<file path="config.mk">
export PLATFORM = sky130hd
export DESIGN_NAME = dcc_channel
export DESIGN_NICKNAME = d
export VERILOG_FILES = /design/src/dcc_pkg.sv /design/src/dcc_channel.sv
export SDC_FILE = /design/constraint.sdc
export NUM_CORES = 1
export LEC_CHECK = 0
export BUFFER_PORTS_ARGS = -buffer_cell sky130_fd_sc_hd__buf_4
export CORE_MARGIN = 10
export CORE_UTILIZATION = 60
export CTS_BUF_LIST = sky130_fd_sc_hd__clkbuf_4
export CTS_CLUSTER_DIAMETER = 200
export DETAILED_ROUTE_END_ITERATION = 8
export PLACE_DENSITY = 0.78
export SYNTH_ARGS = -nofsm -noshare
export SYNTH_HDL_FRONTEND = slang
export SYNTH_SLANG_ARGS = --single-unit
</file>
<file path="constraint.sdc">
create_clock -name pclk -period 8.4 [get_ports pclk]
set_input_delay 0.84 -clock pclk [delete_from_list [all_inputs] [get_ports pclk]]
set_output_delay 0.84 -clock pclk [all_outputs]
set_load 0.01 [all_outputs]
</file>
<file path="src/dcc_pkg.sv">
package dcc_pkg;

  localparam int unsigned DATA_W = 32;
  localparam int unsigned HALF_W = 16;

  // Printed offsets are register indices; byte address is four times each
  localparam logic [31:0] IDX_ITEM_INDEX  = 32'h5000_350e;
  localparam logic [31:0] IDX_SRC_LOW     = 32'h5000_3510;
  localparam logic [31:0] IDX_SRC_HIGH    = 32'h5000_3512;
  localparam logic [31:0] IDX_DST_LOW     = 32'h5000_3514;
  localparam logic [31:0] IDX_DST_HIGH    = 32'h5000_3516;
  localparam logic [31:0] IDX_THRESHOLD   = 32'h5000_3518;
  localparam logic [31:0] IDX_LENGTH      = 32'h5000_351a;
  localparam logic [31:0] IDX_CONTROL     = 32'h5000_351c;

  localparam logic [15:0] RST_HALF        = 16'h0000;
  localparam logic [15:0] CTRL_WMASK      = 16'h1fff;
  localparam logic [15:0] IDX_ONE         = 16'h0001;

  localparam logic [1:0]  BW_BYTE         = 2'h0;
  localparam logic [1:0]  BW_HALF         = 2'h1;
  localparam logic [1:0]  BW_WORD         = 2'h2;

  typedef struct packed {
    logic [2:0] reserved;
    logic       fill;
    logic       yield;
    logic [2:0] prio;
    logic       circular;
    logic       source_increment;
    logic       dest_increment;
    logic       request_trigger;
    logic       irq_enable;
    logic [1:0] bus_width;
    logic       on;
  } dcc_ctrl_t;

  typedef struct packed {
    logic              req;
    logic              we;
    logic [1:0]        size;
    logic [DATA_W-1:0] addr;
    logic [DATA_W-1:0] wdata;
  } dcc_mem_req_t;

  typedef enum logic [4:0] {
    ST_IDLE  = 5'b0_0001,
    ST_ARB   = 5'b0_0010,
    ST_READ  = 5'b0_0100,
    ST_WRITE = 5'b0_1000,
    ST_GAP   = 5'b1_0000
  } dcc_state_t;

endpackage

</file>
<file path="src/dcc_channel.sv">
`timescale 1ns/1ps
module dcc_channel #(
  parameter int unsigned ADDR_W = 16
) (
  input  wire logic                      pclk,       // System clock
  input  wire logic                      presetn,    // Async reset
  input  wire logic                      psel,       // APB select
  input  wire logic                      penable,    // APB enable
  input  wire logic                      pwrite,     // APB direction
  input  wire logic [ADDR_W-1:0]         paddr,      // APB byte address
  input  wire logic [31:0]               pwdata,     // APB write data
  output logic      [31:0]               prdata,     // APB read data
  output logic                           pready,     // APB ready
  output logic                           pslverr,    // APB error
  output dcc_pkg::dcc_mem_req_t          mem_out,    // Bus master request
  input  wire logic [31:0]               mem_rdata,  // Bus read data
  input  wire logic                      mem_ack,    // Bus access done
  input  wire logic                      periph_req, // Peripheral request pin
  input  wire logic                      peer_req,   // Channel 0 wants bus
  input  wire logic [2:0]                peer_prio,  // Channel 0 priority
  output logic                           bus_lock,   // Deny lower masters
  output logic                           fill_hold,  // Fill not preemptible
  output logic                           irq         // Threshold pulse
);

  localparam int unsigned AW = ADDR_W - 2;

  function automatic logic reg_hit(input logic [ADDR_W-1:0] a,
                                   input logic [31:0]       idx);
    reg_hit = (a[ADDR_W-1:2] == idx[AW-1:0]);
  endfunction

  // Start plus index scaled by width; reserved width acts as word
  function automatic logic [31:0] item_addr(input logic [31:0] base,
                                            input logic [15:0] idx,
                                            input logic        inc,
                                            input logic [1:0]  bw);
    logic [31:0] off;
    off = {16'h0000, idx};
    if (!inc) begin
      item_addr = base;
    end else begin
      case (bw)
        dcc_pkg::BW_BYTE: item_addr = base + off;
        dcc_pkg::BW_HALF: item_addr = base + {off[30:0], 1'b0};
        default:          item_addr = base + {off[29:0], 2'b00};
      endcase
    end
  endfunction

  dcc_pkg::dcc_ctrl_t  ctrl;
  dcc_pkg::dcc_state_t state;
  dcc_pkg::dcc_state_t next_state;
  logic [15:0]         src_lo;
  logic [15:0]         src_hi;
  logic [15:0]         dst_lo;
  logic [15:0]         dst_hi;
  logic [15:0]         threshold;
  logic [15:0]         length;
  logic [15:0]         item_index;
  logic [31:0]         data_q;
  logic                req_s1;
  logic                req_s2;

  // Register decode
  wire logic hit_idx  = reg_hit(paddr, dcc_pkg::IDX_ITEM_INDEX);
  wire logic hit_sl   = reg_hit(paddr, dcc_pkg::IDX_SRC_LOW);
  wire logic hit_sh   = reg_hit(paddr, dcc_pkg::IDX_SRC_HIGH);
  wire logic hit_dl   = reg_hit(paddr, dcc_pkg::IDX_DST_LOW);
  wire logic hit_dh   = reg_hit(paddr, dcc_pkg::IDX_DST_HIGH);
  wire logic hit_thr  = reg_hit(paddr, dcc_pkg::IDX_THRESHOLD);
  wire logic hit_len  = reg_hit(paddr, dcc_pkg::IDX_LENGTH);
  wire logic hit_ctl  = reg_hit(paddr, dcc_pkg::IDX_CONTROL);
  wire logic rd_hit   = hit_idx | hit_sl | hit_sh | hit_dl | hit_dh |
                        hit_thr | hit_len | hit_ctl;
  wire logic setup    = psel & ~penable;
  wire logic wr_en    = psel & penable & pready & pwrite & ~pslverr;

  wire logic [15:0] rd_half =
      hit_idx ? item_index :
      hit_sl  ? src_lo :
      hit_sh  ? src_hi :
      hit_dl  ? dst_lo :
      hit_dh  ? dst_hi :
      hit_thr ? threshold :
      hit_len ? length :
      hit_ctl ? (ctrl & dcc_pkg::CTRL_WMASK) :
      dcc_pkg::RST_HALF;

  // Engine decisions
  wire logic [31:0] src_base = {src_hi, src_lo};
  wire logic [31:0] dst_base = {dst_hi, dst_lo};
  wire logic [31:0] src_addr = item_addr(src_base, item_index,
                                 ctrl.source_increment & ~ctrl.fill,
                                 ctrl.bus_width);
  wire logic [31:0] dst_addr = item_addr(dst_base, item_index,
                                 ctrl.dest_increment,
                                 ctrl.bus_width);
  wire logic want_start = ctrl.on &
                          (~ctrl.request_trigger | req_s2);
  wire logic in_fill    = ctrl.fill & (item_index != dcc_pkg::RST_HALF);
  // Ties go to the peer, the lower-numbered channel
  wire logic prio_wins  = (ctrl.prio > peer_prio);
  wire logic granted    = ~peer_req | prio_wins |
                          in_fill;
  wire logic need_fetch = ~ctrl.fill |
                          (item_index == dcc_pkg::RST_HALF);
  wire logic last_item  = (item_index == length);
  wire logic pace_gap   = ctrl.yield & ~ctrl.request_trigger;
  wire logic write_done = (state == dcc_pkg::ST_WRITE) & mem_ack;
  wire logic read_done  = (state == dcc_pkg::ST_READ) & mem_ack;
  wire logic stop_now   = write_done & last_item & ~ctrl.circular;
  wire logic thr_hit    = write_done & ctrl.irq_enable &
                          (threshold == item_index);
  wire logic go_read    = (state == dcc_pkg::ST_ARB) &
                          (next_state == dcc_pkg::ST_READ);
  wire logic go_write   = (next_state == dcc_pkg::ST_WRITE) &
                          (state != dcc_pkg::ST_WRITE);
  wire logic active_nxt = (next_state != dcc_pkg::ST_IDLE);

  always_comb begin
    next_state = state;
    case (state)
      dcc_pkg::ST_IDLE: begin
        if (want_start) begin
          next_state = dcc_pkg::ST_ARB;
        end
      end
      dcc_pkg::ST_ARB: begin
        if (!ctrl.on) begin
          next_state = dcc_pkg::ST_IDLE;
        end else if (granted) begin
          next_state = need_fetch ? dcc_pkg::ST_READ : dcc_pkg::ST_WRITE;
        end
      end
      dcc_pkg::ST_READ: begin
        if (mem_ack) begin
          next_state = dcc_pkg::ST_WRITE;
        end
      end
      dcc_pkg::ST_WRITE: begin
        if (mem_ack) begin
          if (!ctrl.on || stop_now || ctrl.request_trigger) begin
            next_state = dcc_pkg::ST_IDLE;
          end else if (pace_gap) begin
            next_state = dcc_pkg::ST_GAP;
          end else begin
            next_state = dcc_pkg::ST_ARB;
          end
        end
      end
      dcc_pkg::ST_GAP: begin
        next_state = ctrl.on ? dcc_pkg::ST_ARB : dcc_pkg::ST_IDLE;
      end
      default: begin
        next_state = dcc_pkg::ST_IDLE;
      end
    endcase
  end

  // Two-flop synchroniser for the peripheral request pin
  always_ff @(posedge pclk or negedge presetn) begin
    if (!presetn) begin
      req_s1 <= 1'b0;
      req_s2 <= 1'b0;
    end else begin
      req_s1 <= periph_req;
      req_s2 <= req_s1;
    end
  end

  always_ff @(posedge pclk or negedge presetn) begin
    if (!presetn) begin
      state <= dcc_pkg::ST_IDLE;
    end else begin
      state <= next_state;
    end
  end

  // APB answer: no wait state, data and error latched at setup
  always_ff @(posedge pclk or negedge presetn) begin
    if (!presetn) begin
      pready  <= 1'b0;
      pslverr <= 1'b0;
      prdata  <= 32'h0000_0000;
    end else begin
      pready <= setup;
      if (setup) begin
        pslverr <= ~rd_hit;
        prdata  <= {16'h0000, rd_half};
      end
    end
  end

  always_ff @(posedge pclk or negedge presetn) begin
    if (!presetn) begin
      src_lo    <= dcc_pkg::RST_HALF;
      src_hi    <= dcc_pkg::RST_HALF;
      dst_lo    <= dcc_pkg::RST_HALF;
      dst_hi    <= dcc_pkg::RST_HALF;
      threshold <= dcc_pkg::RST_HALF;
      length    <= dcc_pkg::RST_HALF;
    end else if (wr_en) begin
      if (hit_sl)  src_lo    <= pwdata[15:0];
      if (hit_sh)  src_hi    <= pwdata[15:0];
      if (hit_dl)  dst_lo    <= pwdata[15:0];
      if (hit_dh)  dst_hi    <= pwdata[15:0];
      if (hit_thr) threshold <= pwdata[15:0];
      if (hit_len) length    <= pwdata[15:0];
    end
  end

  // Software write lands after the auto-clear, so a fresh enable survives
  always_ff @(posedge pclk or negedge presetn) begin
    if (!presetn) begin
      ctrl <= dcc_pkg::dcc_ctrl_t'(dcc_pkg::RST_HALF);
    end else if (wr_en && hit_ctl) begin
      ctrl <= dcc_pkg::dcc_ctrl_t'(pwdata[15:0] & dcc_pkg::CTRL_WMASK);
    end else if (stop_now) begin
      ctrl.on <= 1'b0;
    end
  end

  // Index counts items; circular wraps to zero and keeps running
  always_ff @(posedge pclk or negedge presetn) begin
    if (!presetn) begin
      item_index <= dcc_pkg::RST_HALF;
    end else if (write_done) begin
      if (!ctrl.on || last_item) begin
        item_index <= dcc_pkg::RST_HALF;
      end else begin
        item_index <= item_index + dcc_pkg::IDX_ONE;
      end
    end else if (state == dcc_pkg::ST_IDLE && !ctrl.on) begin
      item_index <= dcc_pkg::RST_HALF;
    end
  end

  // Fill mode replays this word into every destination item
  always_ff @(posedge pclk or negedge presetn) begin
    if (!presetn) begin
      data_q <= 32'h0000_0000;
    end else if (read_done) begin
      data_q <= mem_rdata;
    end
  end

  always_ff @(posedge pclk or negedge presetn) begin
    if (!presetn) begin
      mem_out <= '0;
    end else if (go_read) begin
      mem_out <= '{req: 1'b1, we: 1'b0, size: ctrl.bus_width,
                   addr: src_addr, wdata: 32'h0000_0000};
    end else if (go_write) begin
      mem_out <= '{req: 1'b1, we: 1'b1, size: ctrl.bus_width,
                   addr: dst_addr,
                   wdata: read_done ? mem_rdata : data_q};
    end else if (mem_ack) begin
      mem_out.req <= 1'b0;
    end
  end

  // Blocking mode holds off lower-priority masters while busy
  always_ff @(posedge pclk or negedge presetn) begin
    if (!presetn) begin
      bus_lock  <= 1'b0;
      fill_hold <= 1'b0;
      irq       <= 1'b0;
    end else begin
      bus_lock  <= active_nxt & ~pace_gap;
      fill_hold <= active_nxt & ctrl.fill;
      irq       <= thr_hit;
    end
  end

endmodule // dcc_channel

</file>
# After elaboration in Yosys (flattened, before gate mapping)
# Cells that the tools add are included.
dict set report totals {
  output_inout_bits 105
  wordCells 149
  inputBits 91
  reg_bits 253
}
dict set report classes {
  n_addsub 7
  n_mux 32
  n_eq_ne 20
  order_cmp 1
  bitwise 38
  reduce_logical 19
}
# cell n
set op_table {}
lappend op_table {{2-to-1 mux 16 bit} 10}
lappend op_table {{case mux 32 bit (2 select lines)} 2}
lappend op_table {{== test 14 bit (second input constant)} 8}
lappend op_table {{2-to-1 mux 32 bit} 3}
lappend op_table {{2-to-1 mux 68 bit} 1}
lappend op_table {{2-to-1 mux 67 bit} 1}
lappend op_table {{adder 32 x 16 -> 32 bit} 2}
lappend op_table {{adder 32 x 17 -> 32 bit} 2}
lappend op_table {{adder 32 x 18 -> 32 bit} 2}
lappend op_table {{2-to-1 mux 5 bit} 7}
lappend op_table {{== test 16 bit} 2}
lappend op_table {{case mux 5 bit (5 select lines)} 1}
lappend op_table {{bitwise AND 1 bit} 19}
lappend op_table {{adder 16 x 1 -> 16 bit (second input constant)} 1}
lappend op_table {{logical NOT 16 bit} 1}
lappend op_table {{nonzero test 16 bit} 1}
lappend op_table {{2-to-1 mux 13 bit} 1}
lappend op_table {{AND reduction 2 bit} 6}
lappend op_table {{bitwise OR 1 bit} 11}
lappend op_table {{== test 5 x 3 -> 1 bit (second input constant)} 2}
lappend op_table {{== test 5 x 4 -> 1 bit (second input constant)} 2}
lappend op_table {{inverter 1 bit} 8}
lappend op_table {{nonzero test 2 bit} 3}
lappend op_table {{== test 5 x 1 -> 1 bit (second input constant)} 1}
lappend op_table {{14 further kinds} 20}

# Longest topological paths before layout
dict set report depth {
  word_depth 13
  depth_mapped 12
  depth_no_buf 12
}

# Least setup slack after synthesis
# No wires, ideal clock.
dict set report synth_path {
  kind {flip-flop to flip-flop}
  startpoint {register item_index[1]}
  endpoint {register mem_out[62] (netlist bit)}
  setup_time_ps 126
  period_less_slack_ps 3225
  required_ps 8274
  slack_ps 5175
  n_path_buf 1
  stages_incl_launch_ff 12
  arrival_time_ps 3099
  cell_sequence {dfrtp_1 ha_1 a21o_1 a41oi_1 nand3_1 and4b_1 clkbuf_2 o31ai_1 mux2_1 a221oi_1 o221ai_1 a221o_1}
}
dict set report synth_between {
  elab_chain_cells 11
}
# element line_no
set synth_lines {}
lappend synth_lines {{start: declaration} dcc_channel.sv:60} ;# logic [15:0] item_index;
lappend synth_lines {{start signal: assignment} dcc_channel.sv:227} ;# item_index <= dcc_pkg::RST_HALF;
lappend synth_lines {{start signal: assignment} dcc_channel.sv:230} ;# item_index <= dcc_pkg::RST_HALF;
lappend synth_lines {{start signal: assignment} dcc_channel.sv:232} ;# item_index <= item_index + dcc_pkg::IDX_ONE;
lappend synth_lines {{== test 16 bit} dcc_channel.sv:108} ;# wire logic last_item = (item_index == length);
lappend synth_lines {{bitwise AND 1 bit (2 in a row)} dcc_channel.sv:112} ;# wire logic stop_now = write_done & last_item & ~ctrl.circular;
lappend synth_lines {{logical OR 1 bit (2 in a row)} dcc_channel.sv:143} ;# if (!ctrl.on || stop_now || ctrl.request_trigger) begin
lappend synth_lines {{2-to-1 mux 5 bit} dcc_channel.sv:143}
lappend synth_lines {{2-to-1 mux 5 bit} dcc_channel.sv:142} ;# if (mem_ack) begin
lappend synth_lines {{case mux 5 bit (5 select lines)} dcc_channel.sv:123} ;# case (state)
lappend synth_lines {{== test 5 x 3 -> 1 bit / == test 5 x 4 -> 1 bit (equally long branches)} {dcc_channel.sv:116, dcc_channel.sv:117}}
lappend synth_lines {{bitwise AND 1 bit (on tied branches)} {dcc_channel.sv:115, dcc_channel.sv:117}}
lappend synth_lines {{2-to-1 mux 68 bit / nonzero test 2 bit (equally long branches)} -}
lappend synth_lines {{end signal: assignment} dcc_channel.sv:252} ;# mem_out <= '{req: 1'b1, we: 1'b0, size: ctrl.bus_width,
lappend synth_lines {{end signal: assignment} dcc_channel.sv:255} ;# mem_out <= '{req: 1'b1, we: 1'b1, size: ctrl.bus_width,
lappend synth_lines {{end: declaration} dcc_channel.sv:15} ;# output dcc_pkg::dcc_mem_req_t mem_out,
# Several ways; a longest one is shown, not always the timed one. The select of a mux whose other input is x is not followed.
# A chain may end at the register's enable or synchronous reset.

# Final worst setup path
dict set report layout_path {
  startpoint {register item_index[1]}
  endpoint {register mem_out[54] (netlist bit)}
}
# The elaborated chain is that of the path after synthesis.

==> metrics.cfg <==
[timing]
maxSlewHeadroom=0.164
least_setup_slack_across_all_paths_after_layout_ns=3.95
max_clock_freq_ghz=0.225
finalClockSkew_ns=0.0457
min_period_ns=4.45
timing.hold.ws_ns=0.181
finalHoldViolations=0
worst_pin_slew_ns=1.25
timing.setup.tns_ns=0
slew_viol_final=0
min_period_over_period=0.530
setup_violations=0
grt_setup_unrepaired=false

[setup_path]
critical_path.max_fanout=44
timing.critical_path.max_delay_family=simple AND/OR/NAND/NOR gates
worst-path-buf-inv=3
arrival_time_at_the_worst_endpoint_ns=5.05
worstPathCellList=buf_4, inv_1, ha_1, nor4b_1, a41o_1, nand2_1, a31o_2, buf_4, nand2_1, o311ai_0, nor3_1, o22ai_1
critical_path_class=reg2reg
slowest_stage=nor4b_1
cpPeakStageDelay_ns=0.86
crit_path_start_kind=register
crit_path_end_kind=register
cp.required_ns=9.00

[pwr]
vdd_drop_max_mv=0.136
total_leakage_power_nw=10.3
fin_total_pwr_w=0.00247
power_density_mw_per_mm2=117

[clocking]
clk_latency_ns=0.75
clock-root-buffer=clkbuf_4
cts_tree=built
post-cts-setup-buffers=0
clk_path_buf_depth=3
clk_pin_slew_ns=0.06
cts_hold_repair.buffers=0
numCtsBuffers=71
post_cts_resized=0
clock_sinks=253
cts_htree_levels=3

[synth]
synth_seq_cells=253
synthCells=2145
netlist_area_mm2=0.0189
async_set_or_reset_flop_fraction_in_the_synthesized_netlist=1.00
synth.yosys.seq_area_share=0.335
synth.avg_cell_area_um2=8.82
post_synth_num_cell_types=102
synth_enable_flop_cells=0
synthFlopType=dfrtp_1
yosys_warnings=0

[placed_design]
post-place-cells=2591
portBuffers=161
preCtsSetupSlack_ns=4.33
dp_hpwl_mm=49.3
place.gp.congestion=1.02

[routing]
remaining_drc_errors=0
drt_iter0_markers=2314
drtPass1Iterations=8
route.detailed.wl_per_inst_um=25.3
antenna_left=0
via_count=18600
drt_wl_total_mm=68.7
via_per_inst=6.85

[global_route]
first_global_vias=18100
grt_antenna_before_repair=1
grt_max_degree=123
gr-usage-all-layers=0.345
grt.overflow.total=0
grt_first_pass_wirelength_mm=105

[final_layout]
layout.cells.non_filler=2720
layout-drive-gt1-share=0.192
nNetsFinal=2466
fillers=2479
area_growth_pct=11.9

[floorplanning]
dieHeight_um=198
row_count=64
design.die.area_mm2=0.0390
die_width_um=198
fp.coreArea_mm2=0.0308
initial_util=0.613
io_count=196

[job]
max_cap_viol_count=0

[hold_path]
min-delay-path-class=in2async

[outcome]
run_status=complete, no violations

==> Yosys cell counts, types with 13 or more instances <==
cell / number / area (um^2)
dfrtp_1: 252 / 6310
nor2_1: 192 / 721
nand2_1: 159 / 597
a21oi_1: 151 / 756
o21ai_0: 125 / 626
mux2_2: 115 / 1290
clkbuf_1: 110 / 413
ha_1: 101 / 1260
nand3_1: 71 / 355
xor2_1: 66 / 578
inv_1: 49 / 184
and3_1: 48 / 300
xnor2_1: 48 / 420
nor3_1: 41 / 205
a211oi_1: 38 / 285
o21ai_1: 32 / 160
o211ai_1: 31 / 233
a21o_1: 30 / 225
a31oi_1: 29 / 181
nand4_1: 29 / 181
mux2_1: 26 / 293
o221ai_1: 24 / 210
nand2b_1: 22 / 138
a22oi_1: 19 / 143
a222oi_1: 18 / 180
buf_2: 18 / 90.1
nor4_1: 18 / 113
buf_4: 16 / 120
and2_1: 15 / 93.8
o21a_1: 14 / 105
o21bai_1: 14 / 105
mux2i_1: 13 / 130
o31ai_1: 13 / 97.6
==> metal layers <==
metal / track usage / wire length, um / vias to the layer above
met5: 0 / 0 / -
met4: 0.194 / 3790 / 0
met3: 0.0692 / 7490 / 206
met2: 0.527 / 30500 / 1135
met1: 0.449 / 26900 / 8997
li1: - / - / 8292
==> cell type report <==
class,instances,area (um^2),area share
antenna,3,7.51,0.000355
clock buffer,100,751,0.0355
clock inverter,26,159,0.00751
inverter,52,195,0.00922
multi-input combinational,1702,11800,0.558
sequential,253,6330,0.299
tap,396,495,0.0234
timing repair buffer,188,1420,0.0670
==> cells by family (layout without fill, tap and decap cells) <==
kind of cell    after synthesis  after routing  synth area share
compound gates              657            657             0.235
simple gates                653            653             0.167
flops                       253            253             0.335
buf+inv                     205            366            0.0451
mux                         155            155            0.0916
xor+xnor                    114            114            0.0528
fa+ha+maj                   107            107            0.0732
other cells                   1             19          0.000198
==> through the flow <==
step	instance area [um^2]	utilization
floorplan	19000	-
global placement	20300	0.657
detailed placement	20300	0.657
CTS	21200	0.686
global route	21200	0.687
finish	21200	0.687
==> worst paths after layout <==
kind,cells past startpoint,startpoint,slack [ns],endpoint
max,12,item_index[1],3.95,mem_out[54]
min,1,presetn,0.18,bus_lock
max reg2reg,12,item_index[1],3.95,mem_out[54]
min reg2reg,0,req_s1,0.35,req_s2
max in group asynchronous,2,presetn,6.61,mem_out[40]
min in group pclk,1,periph_req,0.22,req_s1
==> cells in the final DEF (no fill, tap or decap), types with 19 or more instances in the layout <==
cell type and instances:
dfrtp_1 251, nor2_1 189, buf_4 187, nand2_1 159, a21oi_1 151, o21ai_0 125, mux2_2 115, ha_1 101
clkbuf_4 100, nand3_1 71, xor2_1 66, inv_1 49, and3_1 48, xnor2_1 48, nor3_1 41, a211oi_1 38
o211ai_1 31, o21ai_1 31, a21o_1 30, nand4_1 29, a31oi_1 28, mux2_1 26, o221ai_1 24, nand2b_1 22
clkinv_1 20, a22oi_1 19
==> flip-flops by register name (all words and copies together) (netlist names), 5 cells and up <==
| register | flops |
|---|---|
| state | 5 |
| mem_out | 68 |
| item_index | 16 |
| threshold | 16 |
| prdata | 16 |
| dst_hi | 16 |
| length | 16 |
| src_lo | 16 |
| ctrl | 13 |
| dst_lo | 16 |
| src_hi | 16 |
| data_q | 32 |
==> power by group <==
| part | internal (W) | total, W | switching (W) | leakage, nW |
|---|---|---|---|---|
| Clock | 0.000613 | 0.00117 | 0.000558 | 0.537 |
| Combinational | 0.0000261 | 0.0000794 | 0.0000533 | 6.35 |
| Sequential | 0.00122 | 0.00122 | 0.00000127 | 3.38 |
Power figures use the tool's default switching activity.
